==> src/design/fbod_defines.vh <==
// Constants for the flash bus host controller
`ifndef FBOD_DEFINES_VH
`define FBOD_DEFINES_VH
// Bus timing in ns, at 5 ns clock period
`define FBOD_CLK_PERIOD_NS 5
`define FBOD_GLITCH_NS 5
`define FBOD_IDLE_STANDBY_NS 150
`define FBOD_SETUP_NS 20
`define FBOD_PULSE_NS 45
`define FBOD_HOLD_NS 20
// Least times round up to whole cycles
`define FBOD_CYC(ns) (((ns) + `FBOD_CLK_PERIOD_NS - 1) / `FBOD_CLK_PERIOD_NS)
`define FBOD_SETUP_CYC `FBOD_CYC(`FBOD_SETUP_NS)
`define FBOD_PULSE_CYC `FBOD_CYC(`FBOD_PULSE_NS)
`define FBOD_HOLD_CYC `FBOD_CYC(`FBOD_HOLD_NS)
`define FBOD_IDLE_CYC `FBOD_CYC(`FBOD_IDLE_STANDBY_NS)
`define FBOD_CNT_W 8
`define FBOD_RST_WAIT_CYC 4
// Signature address bits
`define FBOD_SIG_A0 0
`define FBOD_SIG_A1 1
// Host state codes
`define FBOD_ST_WAIT_RDY 3'h0
`define FBOD_ST_IDLE 3'h1
`define FBOD_ST_SETUP 3'h2
`define FBOD_ST_PULSE 3'h3
`define FBOD_ST_HOLD 3'h4
`endif

==> src/design/fbod_host.v <==
// Host controller that drives a parallel boot-block flash through its pins
//
// Summary of operation
// - No bus access after reset until ready line released
// - Shared ready low means some device busy
// - Read: enable and output low, write high
// - Output enable high during whole write
`timescale 1ns/1ps
`default_nettype none
`include "fbod_defines.vh"
module fbod_host #(
  parameter ADDR_W = 18
) (
  input wire clock_in,
  input wire rstn_in,
  input wire req_valid_in,
  output wire req_ready_out,
  input wire req_write_in,
  input wire req_word_in,
  input wire req_sig_in,
  input wire [ADDR_W:0] req_addr_in,
  input wire [15:0] req_wdata_in,
  output reg rsp_valid_out,
  output reg [15:0] rsp_rdata_out,
  output wire flash_busy_out,
  output reg flash_reset_n_out,
  output reg [ADDR_W-1:0] flash_addr_out,
  output reg flash_ce_n_out,
  output reg flash_oe_n_out,
  output reg flash_we_n_out,
  output reg flash_byte_n_out,
  output reg signature_select_line_out,
  input wire [15:0] flash_data_in,
  output reg [15:0] flash_data_out,
  output reg [15:0] flash_data_oe_out,
  input wire ready_busy_n_in
);
  // ------------------------------------------------------------
  // Pin synchronisers
  // ------------------------------------------------------------
  reg rb_meta_reg;
  reg rb_sync_reg;
  reg [15:0] din_meta_reg;
  reg [15:0] din_sync_reg;
  // Only the second flop of each pair is read by any logic
  // Data pins arrive two cycles late, so the read pulse is stretched to match
  always @(posedge clock_in)
  begin
    rb_meta_reg <= ready_busy_n_in;
    rb_sync_reg <= rb_meta_reg;
    din_meta_reg <= flash_data_in;
    din_sync_reg <= din_meta_reg;
  end
  // Low on the shared line means at least one part is busy
  assign flash_busy_out = ~rb_sync_reg;
  // ------------------------------------------------------------
  // Bus sequencer
  // ------------------------------------------------------------
  reg [2:0] state_reg;
  reg [`FBOD_CNT_W-1:0] cnt_reg;
  reg wr_reg;
  reg word_reg;
  wire rst_wait_done;
  // Two extra pulse cycles cover the data pin synchroniser
  localparam PULSE_LEN = `FBOD_PULSE_CYC + 2;
  assign req_ready_out = (state_reg == `FBOD_ST_IDLE);
  // ------------------------------------------------------------
  // Reset wait
  // ------------------------------------------------------------
  // The ready line is trusted only after the flash had time to pull it low
  assign rst_wait_done = (cnt_reg >= `FBOD_RST_WAIT_CYC);
  // ------------------------------------------------------------
  // Helper functions
  // ------------------------------------------------------------
  // True on the last cycle of a phase that lasts len cycles
  // One extra bit keeps the increment from wrapping
  function phase_end;
    input [`FBOD_CNT_W-1:0] cnt;
    input integer len;
    begin
      phase_end = ({1'b0, cnt} + 9'h001) >= len;
    end
  endfunction
  // Per-pin enables; in byte mode the top pin carries the byte address
  function [15:0] lane_oe;
    input wr;
    input word;
    begin
      if (wr)
        lane_oe = word ? 16'hffff : 16'h80ff;
      else
        lane_oe = word ? 16'h0000 : 16'h8000;
    end
  endfunction
  always @(posedge clock_in)
  begin
    if (!rstn_in)
    begin
      state_reg <= `FBOD_ST_WAIT_RDY;
      cnt_reg <= {`FBOD_CNT_W{1'b0}};
      wr_reg <= 1'b0;
      word_reg <= 1'b1;
      rsp_valid_out <= 1'b0;
      rsp_rdata_out <= 16'h0000;
      flash_reset_n_out <= 1'b0;
      flash_addr_out <= {ADDR_W{1'b0}};
      flash_ce_n_out <= 1'b1;
      flash_oe_n_out <= 1'b1;
      flash_we_n_out <= 1'b1;
      flash_byte_n_out <= 1'b1;
      signature_select_line_out <= 1'b0;
      flash_data_out <= 16'h0000;
      flash_data_oe_out <= 16'h0000;
    end
    else
    begin
      flash_reset_n_out <= 1'b1;
      rsp_valid_out <= 1'b0;
      case (state_reg)
        `FBOD_ST_WAIT_RDY:
        begin
          // Wait out the busy-after-reset period plus sync delay
          // Count first, then trust the synchronised ready level
          if (!rst_wait_done)
            cnt_reg <= cnt_reg + 8'h01;
          else if (rb_sync_reg)
            state_reg <= `FBOD_ST_IDLE;
        end
        `FBOD_ST_IDLE:
        begin
          // Strobes idle high: the flash drops into standby by itself
          flash_ce_n_out <= 1'b1;
          flash_oe_n_out <= 1'b1;
          flash_we_n_out <= 1'b1;
          flash_data_oe_out <= 16'h0000;
          if (req_valid_in)
          begin
            wr_reg <= req_write_in;
            word_reg <= req_word_in;
            flash_byte_n_out <= req_word_in;
            // Elevated select never rises on a write
            signature_select_line_out <= req_sig_in & ~req_write_in;
            flash_addr_out <= req_word_in ? req_addr_in[ADDR_W-1:0] :
              req_addr_in[ADDR_W:1];
            flash_data_out <= req_word_in ? req_wdata_in :
              {req_addr_in[0], 7'h00, req_wdata_in[7:0]};
            // Top pin always driven in byte mode, it carries the byte address
            flash_data_oe_out <= lane_oe(req_write_in, req_word_in);
            flash_ce_n_out <= 1'b0;
            cnt_reg <= {`FBOD_CNT_W{1'b0}};
            state_reg <= `FBOD_ST_SETUP;
          end
        end
        `FBOD_ST_SETUP:
        begin
          // Address settles before the strobe falls; flash latches it there
          if (phase_end(cnt_reg, `FBOD_SETUP_CYC))
          begin
            cnt_reg <= {`FBOD_CNT_W{1'b0}};
            if (wr_reg)
              flash_we_n_out <= 1'b0;
            else
              flash_oe_n_out <= 1'b0;
            state_reg <= `FBOD_ST_PULSE;
          end
          else
            cnt_reg <= cnt_reg + 8'h01;
        end
        `FBOD_ST_PULSE:
        begin
          // Pulse far longer than the flash glitch filter
          // Address and data stay still for the whole pulse
          if (phase_end(cnt_reg, PULSE_LEN))
          begin
            cnt_reg <= {`FBOD_CNT_W{1'b0}};
            flash_we_n_out <= 1'b1;
            flash_oe_n_out <= 1'b1;
            if (!wr_reg)
            begin
              rsp_valid_out <= 1'b1;
              rsp_rdata_out <= word_reg ? din_sync_reg : {8'h00, din_sync_reg[7:0]};
            end
            state_reg <= `FBOD_ST_HOLD;
          end
          else
            cnt_reg <= cnt_reg + 8'h01;
          flash_oe_n_out <= wr_reg | phase_end(cnt_reg, PULSE_LEN);
        end
        `FBOD_ST_HOLD:
        begin
          // Data stays driven through hold so the flash latches a settled word
          if (phase_end(cnt_reg, `FBOD_HOLD_CYC))
          begin
            flash_ce_n_out <= 1'b1;
            flash_data_oe_out <= 16'h0000;
            signature_select_line_out <= 1'b0;
            state_reg <= `FBOD_ST_IDLE;
          end
          else
            cnt_reg <= cnt_reg + 8'h01;
        end
        default:
          state_reg <= `FBOD_ST_WAIT_RDY;
      endcase
    end
  end
endmodule
`default_nettype wire

==> config.mk <==
export PLATFORM = sky130hd
export DESIGN_NAME = fbod_host
export DESIGN_NICKNAME = d
export VERILOG_FILES = /design/src/design/fbod_host.v
export VERILOG_INCLUDE_DIRS = /design/src /design/src/design
export SDC_FILE = /design/constraint.sdc
export NUM_CORES = 1
export LEC_CHECK = 0
export ABC_AREA = 1
export BUFFER_PORTS_ARGS = -buffer_cell sky130_fd_sc_hd__buf_2
export CAP_MARGIN = 20
export CORE_MARGIN = 1.5
export CORE_UTILIZATION = 45
export CTS_BUF_LIST = sky130_fd_sc_hd__clkbuf_4
export DETAILED_ROUTE_END_ITERATION = 16
export GPL_ROUTABILITY_DRIVEN = 0
export PLACE_DENSITY_LB_ADDON = 0.3
export SLEW_MARGIN = 20
export SYNTH_ARGS = -nofsm -noshare
export SYNTH_HDL_FRONTEND = slang
export SYNTH_SLANG_ARGS = --single-unit
==> constraint.sdc <==
create_clock -name clock_in -period 2.6 [get_ports clock_in]
set_input_delay 0.39 -clock clock_in [delete_from_list [all_inputs] [get_ports clock_in]]
set_output_delay 0.39 -clock clock_in [all_outputs]
set_load 0.05 [all_outputs]
# Yosys cells after proc, flatten, opt, wreduce, memory -nomap -nowiden
# Index checks and enable logic that the tools add are counted.
dict set report op_classes {
  add_sub_neg 2
  magnitude_cmp 3
  eq_ne 14
  muxes 37
  n_bitwise 5
  n_reduce_logical 13
}
# operator n
set op_table {}
lappend op_table {{$mux 16} 6}
lappend op_table {{$mux 8} 5}
lappend op_table {{$pmux 8 s5} 1}
lappend op_table {{$ge 32x4->1 const B} 1}
lappend op_table {{$pmux 16 s2} 1}
lappend op_table {{$ne 2x2->1 const B} 10}
lappend op_table {{$mux 18} 1}
lappend op_table {{$mux 3} 6}
lappend op_table {{$mux 15} 1}
lappend op_table {{$pmux 3 s5} 1}
lappend op_table {{$reduce_and 3->1} 4}
lappend op_table {{$mux 1} 11}
lappend op_table {{$add 8x1->9 const B} 1}
lappend op_table {{$ge 9x3->1 const B} 1}
lappend op_table {{$add 8x1->8 const B} 1}
lappend op_table {{$ge 8x3->1 const B} 1}
lappend op_table {{$reduce_and 4->1} 2}
lappend op_table {{$eq 3x2->1 const B} 2}
lappend op_table {{$pmux 1 s3} 2}
lappend op_table {{$reduce_and 6->1} 1}
lappend op_table {{$reduce_bool 5->1} 1}
lappend op_table {{$pmux 1 s2} 2}
lappend op_table {{$reduce_and 2->1} 2}
lappend op_table {{$eq 3x1->1 const B} 1}
lappend op_table {{other kinds (7)} 9}
dict set report totals {
  ff_bits 119
  input_bits 58
  out_inout_bits 75
  elab_cells 92
}

# Logic depth before layout (Yosys ltp)
# Gate-level depths: netlist (run 1).
dict set report depth {
  depth_word 4
  depth_mapped 14
  ltp_nobuf 14
}

# Worst setup path before layout (run 1)
# No wires, ideal clock.
dict set report synth_path {
  kind {register to register}
  start {register state_reg[2]}
  end {register flash_data_oe_out[14]}
  setup_time_ps 72
  t_arrival_ps 1756
  t_required_ps 2528
  setup_slack_ps 771
  path_stages_with_launch 10
  path_buffers 2
  synth_period_minus_slack_ps 1829
  path_cell_list {dfxtp_1 inv_1 nand3_2 inv_1 nand2_1 inv_1 buf_2 buf_4 nand3_1 a21oi_1}
}
dict set report synth_via {
  elab_chain_cells 3
  elab_cells_between_ends 6
  classes_between {eq/ne: 3; mux: 1; reduce/logical: 2}
}
# item line_no
set synth_lines {}
lappend synth_lines {{from (decl)} fbod_host.v:59} ;# reg [2:0] state_reg;
lappend synth_lines {{from (signal assigned)} fbod_host.v:99} ;# state_reg <= `FBOD_ST_WAIT_RDY;
lappend synth_lines {{from (signal assigned)} fbod_host.v:127} ;# state_reg <= `FBOD_ST_IDLE;
lappend synth_lines {{from (signal assigned)} fbod_host.v:151} ;# state_reg <= `FBOD_ST_SETUP;
lappend synth_lines {{$eq 3x1->1 *} n/a}
lappend synth_lines {{named net req_ready_out} fbod_host.v:17} ;# output wire req_ready_out,
lappend synth_lines {{$reduce_bool 2->1 (no source line)} n/a}
lappend synth_lines {{$reduce_and 2->1 (no source line)} n/a}
lappend synth_lines {{to (signal assigned)} fbod_host.v:148} ;# flash_data_oe_out <= lane_oe(req_write_in, req_word_in);
lappend synth_lines {{to (decl)} fbod_host.v:35} ;# output reg [15:0] flash_data_oe_out,
# Mark *: on every way through the listed nets, which the timed path passes. The rest lies on a longest branch.
# A chain may end at the register's enable or synchronous reset.

# Final worst setup path (run 1)
dict set report layout_path {
  start {register state_reg[2]}
  end {output req_ready_out}
}
dict set report layout_via {
  elab_chain_cells 1
}
# item line_no
set layout_lines {}
lappend layout_lines {{$eq 3x1->1} n/a}
lappend layout_lines {{to (decl)} fbod_host.v:17}
# No other way between the ends.

==> run metrics, run 1 <==
status finished, final reports clean; FF-to-FF Start cnt_reg[1]$_SDFFE_PN0P_; crit path capture type primary output; CTS tree done; power density over cell area 839 mW/mm2; Synth top area share 0.517; Leakage 2.46 nW; CP arrival 1.53 ns; DRC 0; Initial Util 0.468; synth warn 0; simple-gate portion of the synthesized area 0.238; # fillers 836; Adder-Cell Fraction of Synth Area 0.00915; worst endpoint required time 2.21 ns; DR pass1 iterations 5; number of synthesized flops with an enable pin 0; Worst Path Max Fanout 9; mux contribution to synthesized area 0; WHS 0.0379 ns; R2R Setup Slk 0.71 ns; post-synthesis sequential area ratio 0.517; Synth Area in XOR/XNOR 0; Synth area leader dfxtp_1; H-Tree Depth 3; Setup Skew 0.0181 ns; min Tclk post-route 1.92 ns; Setup WS post-layout 0.679 ns; buffers added on ports 132; Netlist cell types 32; All-Layer GR Usage 0.190; Syn Inst Count 510; worst r2r dst rsp_rdata_out[9]$_SDFFE_PN0P_; worst hold stages 1; commonest non-fill, non-tap cell in the layout buf_2; Clock Tree Buf Depth 2; Mapped Area 0.00410 mm2; WL final 9.03 mm; Startpoint Class flip-flop; die height 98.5 um; clock root buffer clkbuf_4; worst hold endpoint din_meta_reg[12]$_DFF_P_; Clock Sinks 106; Die W 98.5 um; vias per inst 4.81; leading cell types in the layout, fill and taps excluded buf_2, dfxtp_1, nand2_1, a21oi_1, nor2_1; RSZ-0062 raised after global routing false; max reg flops 18; Inserted Clock Buffers 9; synthesized area per cell 8.04 um2; final setup TNS 0 ns; Top Ports 133; f_max 521 MHz; Max-Cap Viols 0; Synth Register Bits 106; share of cells above drive strength 1 0.279; Rows 34; largest net degree at the start of global routing 54; average wire per standard cell 12.1 um; Most used DFF post-synth dfxtp_1; R2R depth 12; Core Region 0.00876 mm2; Synth Area in Compound Gates 0.136; worst rel slew slack 0.493; Slew Limit Fails 0; Biggest register flash_addr_out; Syn Nets 571; largest family of logic cells by synthesized area simple AND/OR/NAND/NOR gates; die footprint 0.00970 mm2; Worst Tran Pin Value 0.760 ns; Post-DP HPWL 6.51 mm; vias in the first global route 3274; global-route wire length before repair 15.1 mm; worst hold path class in2reg; aggregate global routing overflow 0; Area contributors post-synth dfxtp_1, a21oi_1, nand2_1, nand3_1, nor2_1; vias 3600; Clk pin slew, worst setup/hold paths 0.18 ns; initial antenna violation count 0; number of hold violations in the final report 0; diodes inserted 0; Layout area overhead 22.0%; VDD IR max 0.535 mV; Antenna Nets Post-Route 0; nets@finish 697; Crit Path Category reg2out; Post-CTS Resized 0; Starting DRT DRC Count 131; dpl ws 0.732 ns; Tcrit/Tclk final 0.739; Worst-Skew Late Latency 0.44 ns; HP Start flash_data_in[12]; Final Setup Violations 0; async set-reset flop share out of synthesis 0
[cells by family after synthesis]
| group | after synthesis |
|---|---|
| adders and majority gates | 3 |
| DFF | 106 |
| buffers and inverters | 88 |
| and+or+nand+nor | 206 |
| AOI/OAI and AO/OA | 107 |
[where the power goes]
part           internal [mW]  leakage (nW)  switching [mW]
Clock                  0.225        0.0758           0.580
Sequential              1.80         0.872           0.111
Combinational          0.406          1.51            1.08
[what timing repair did]
item                                    CTS  global route
hold buffers                              2            12
endpoints found under the hold margin     2            12
endpoints found under the setup margin    0             0
buffers inserted                          0             0
[layer usage]
| metal | vias up | GRT usage | part of all wire |
|---|---|---|---|
| met5 | - | 0 | 0 |
| met4 | 0 | 0.0704 | 0.018 |
| met3 | 13 | 0.0440 | 0.047 |
| met2 | 89 | 0.315 | 0.48 |
| met1 | 1610 | 0.241 | 0.45 |
| li1 | 1888 | - | - |
[synthesized netlist by cell type (5+ instances only)]
cell type	number
a21oi_1	62
buf_2	5
buf_4	15
clkbuf_1	12
dfxtp_1	106
inv_1	47
nand2_1	75
nand2_2	7
nand3_1	44
nor2_1	58
o21ai_0	32
o21ai_1	5
[critical path, stage by stage, from the launching register on]
cell	delay (ns)
dfxtp_1	0.38
inv_1	0.13
nand3_2	0.19
inv_1	0.11
buf_2	0.27
[final cells by class]
| cell class | instances | area, um2 | area share |
|---|---|---|---|
| inverter | 53 | 206 | 0.0413 |
| clock inverter | 7 | 71.3 | 0.0142 |
| timing repair buffer | 150 | 831 | 0.166 |
| tap | 108 | 135 | 0.0270 |
| clock buffer | 9 | 67.6 | 0.0135 |
| multi-input combinational | 316 | 1570 | 0.314 |
| sequential | 106 | 2120 | 0.424 |
[stage by stage]
step	total power [mW]	utilization	instance area [um2]	instances
after floorplan	3.11	-	4100	510
final	4.20	0.571	5000	749
after detailed placement	3.42	0.539	4730	719
after CTS	4.23	0.557	4880	737
after global placement	3.40	0.539	4730	719
after global routing	4.47	0.571	5000	749
[how the worst max path moves through the flow]
stage,from,endpoint,slack [ns]
2_1_floorplan,state_reg[2]$_SDFFE_PN0P_,flash_data_oe_out[14]$_SDFFE_PN0P_,0.77
3_3_place_gp,cnt_reg[1]$_SDFFE_PN0P_,rsp_rdata_out[8]$_SDFFE_PN0P_,0.82
3_5_place_dp,cnt_reg[1]$_SDFFE_PN0P_,rsp_rdata_out[9]$_SDFFE_PN0P_,0.73
4_1_cts,state_reg[2]$_SDFFE_PN0P_,req_ready_out,0.66
5_1_grt,cnt_reg[1]$_SDFFE_PN0P_,rsp_rdata_out[9]$_SDFFE_PN0P_,0.47
6_report,state_reg[2]$_SDFFE_PN0P_,req_ready_out,0.68
No activity file was read; power rests on OpenSTA's default activity.
==> run 2, diff against run 1 <==
clock period = 1.6 ns   (was 2.6 ns; I/O delays follow)
==> run 2 against run 1 <==
Effect of this change:
- combinational power rose by 91%
- cell count up 4.8%
- die area did not move
- sequential cell count did not move
- highest routed layer unchanged
- routed wire length grew 16%
- worst hold slack lost 0.021 ns
- critical path type is now reg2reg
- non-clock buffer count up 33
- total power increased by 75%
- the flow now finishes with violations (negative setup slack)
- design area up 12%
==> run metrics, run 2 (synthesis gave the netlist of run 1 again) <==
status finished, violations left; violated checks negative setup slack; Crit Path Category reg2reg; global-route wire length before repair 16.8 mm; Initial Util 0.468; Leakage 2.66 nW; Setup Skew 0.0210 ns; clock root buffer clkbuf_4; aggregate global routing overflow 0; FF/Latch Area 0.00214 mm2; Top Ports 133; Setup WS post-layout -0.167 ns; Worst Tran Pin Value 0.519 ns; Clk pin slew, worst setup/hold paths 0.18 ns; Worst Setup EP rsp_rdata_out[6]$_SDFFE_PN0P_; DRC 0; WL met3 470 um; R2R Setup Slk -0.17 ns; CP peak stage delay 0.40 ns; VDD IR max 0.701 mV; Cells after DPL 732; Startpoint Class flip-flop; Biggest register flash_addr_out; stages on the worst setup path 11; Max-Cap Viols 0; buffers added on ports 132; power density over cell area 1310 mW/mm2; average wire per standard cell 13.3 um; post-route insts no fill 785; crit path max-delay cell type dfxtp_4; # fillers 772; DR top layer met4; worst endpoint required time 1.96 ns; Tcrit/Tclk final 1.10; Slew Limit Fails 0; nets@finish 733; worst rel slew slack 0.652; Die W 98.5 um; met2 wire length 5.25 mm; H-Tree Depth 3; Rows 34; Worst Path Max Fanout 4; share of cells above drive strength 1 0.381; die height 98.5 um; vias in the first global route 3671; leading cell types in the layout, fill and taps excluded buf_2, dfxtp_1, a21oi_1, nand2_1, nor2_1; crit path from cnt_reg[0]$_SDFFE_PN0P_; worst hold stages 3; CTS tree done; WL final 10.5 mm; min Tclk post-route 1.77 ns; CP arrival 2.13 ns; critical-path cell list ha_4, nand2_4, clkinv_4, nand3b_1, nand2_4, nor2_4, nand2_4, nand2_8, clkinvlp_4, nand3_1, a21oi_2; diodes inserted 0; FF-to-FF Start cnt_reg[0]$_SDFFE_PN0P_; Inserted Clock Buffers 9; dpl ws -0.186 ns; Starting DRT DRC Count 159; worst r2r dst rsp_rdata_out[6]$_SDFFE_PN0P_; R2R depth 11; Layout area overhead 36.7%; vias per inst 4.95; Final Setup Violations 35; RSZ-0062 raised after global routing true; Worst-Skew Late Latency 0.46 ns; family with the most delay on the worst path simple AND/OR/NAND/NOR gates; commonest non-fill, non-tap cell in the layout buf_2; max reg flops 18; Antenna Nets Post-Route 0; Met1 Wirelength 4.42 mm; crit path capture type flip-flop; critical path buffer and inverter count 2; Clock Sinks 106; largest net degree at the start of global routing 49; vias 3886; DR pass1 iterations 5; final setup TNS -2.95 ns; worst hold path class in2reg; cell mode on critical path nand2_4; Post-DP HPWL 7.01 mm; Clock Tree Buf Depth 2; die footprint 0.00970 mm2; Core Region 0.00876 mm2; f_max 566 MHz; Tot Pwr 7.35 mW; number of hold violations in the final report 0; All-Layer GR Usage 0.215; area occupied by multi-input gates 0.00181 mm2; initial antenna violation count 0
==> run 2: cell types whose count changed in the layout (fill, tap and decap cells not counted), moves of 8 or more <==
cell	change
dfxtp_1	-10
nand3_1	-9
nand3_2	+10
dfxtp_2	+8
dlygate4sd3_1	+11
nand2_2	+13
nand2_1	-19
buf_4	+17
==> run 2: worst register-to-register path, delay by kind of cell (launching register included) <==
family / cells / cell delay, ns
simple gates: 7 / 0.85
buf+inv: 2 / 0.21
compound gates: 1 / 0.05
fa+ha+maj: 1 / 0.17
flops: 1 / 0.40
==> run 2: how the worst min path moves through the flow <==
stage	from	endpoint	slack, ns
after detailed placement	din_meta_reg[13]$_DFF_P_	din_sync_reg[13]$_DFF_P_	0.31
after global placement	din_meta_reg[0]$_DFF_P_	din_sync_reg[0]$_DFF_P_	0.31
after global routing	req_wdata_in[10]	flash_data_out[10]$_SDFFE_PN0P_	0.01
after CTS	req_wdata_in[12]	flash_data_out[12]$_SDFFE_PN0P_	0.0005
final	req_wdata_in[10]	flash_data_out[10]$_SDFFE_PN0P_	0.02
after floorplan	flash_data_in[0]	din_meta_reg[0]$_DFF_P_	0.27
==> run 2: stage by stage <==
stage               hold WS, ns   util  area (um2)
finish                   0.0171  0.640        5610
global route             0.0124  0.640        5610
CTS                    0.000496  0.620        5430
detailed placement        0.312  0.557        4880
global placement          0.310  0.557        4880
floorplan                 0.268      -        4140
==> run 2: cell type report <==
| type | count | share of cell area |
|---|---|---|
| clock buffers | 9 | 0.0121 |
| well taps | 108 | 0.0241 |
| inverters | 53 | 0.0393 |
| clock inverters | 7 | 0.0141 |
| multi-input cells | 318 | 0.323 |
| repair buffers | 183 | 0.205 |
| flip-flops and latches | 106 | 0.382 |
| repair inverters | 1 | 0.00134 |
==> run 2: what timing repair did <==
item,in CTS,in global routing
hold buffers,25,0
gates resized for setup,35,34
hold endpoints to repair,25,0
pin swaps,12,5
buffers inserted,5,4
cloned,2,1
setup endpoints to repair,36,38
==> run 2: where the power goes <==
part	internal (mW)	leakage [nW]	switching, mW
sequential	2.95	0.876	0.200
combinational	0.887	1.71	1.94
clock	0.377	0.0790	0.990
total	4.22	2.66	3.13
==> run 2: per-layer routing <==
layer	up-vias	GRT usage
li1	1976	-
met1	1767	0.255
met2	114	0.379
met3	29	0.0326
met4	0	0.101
met5	-	0
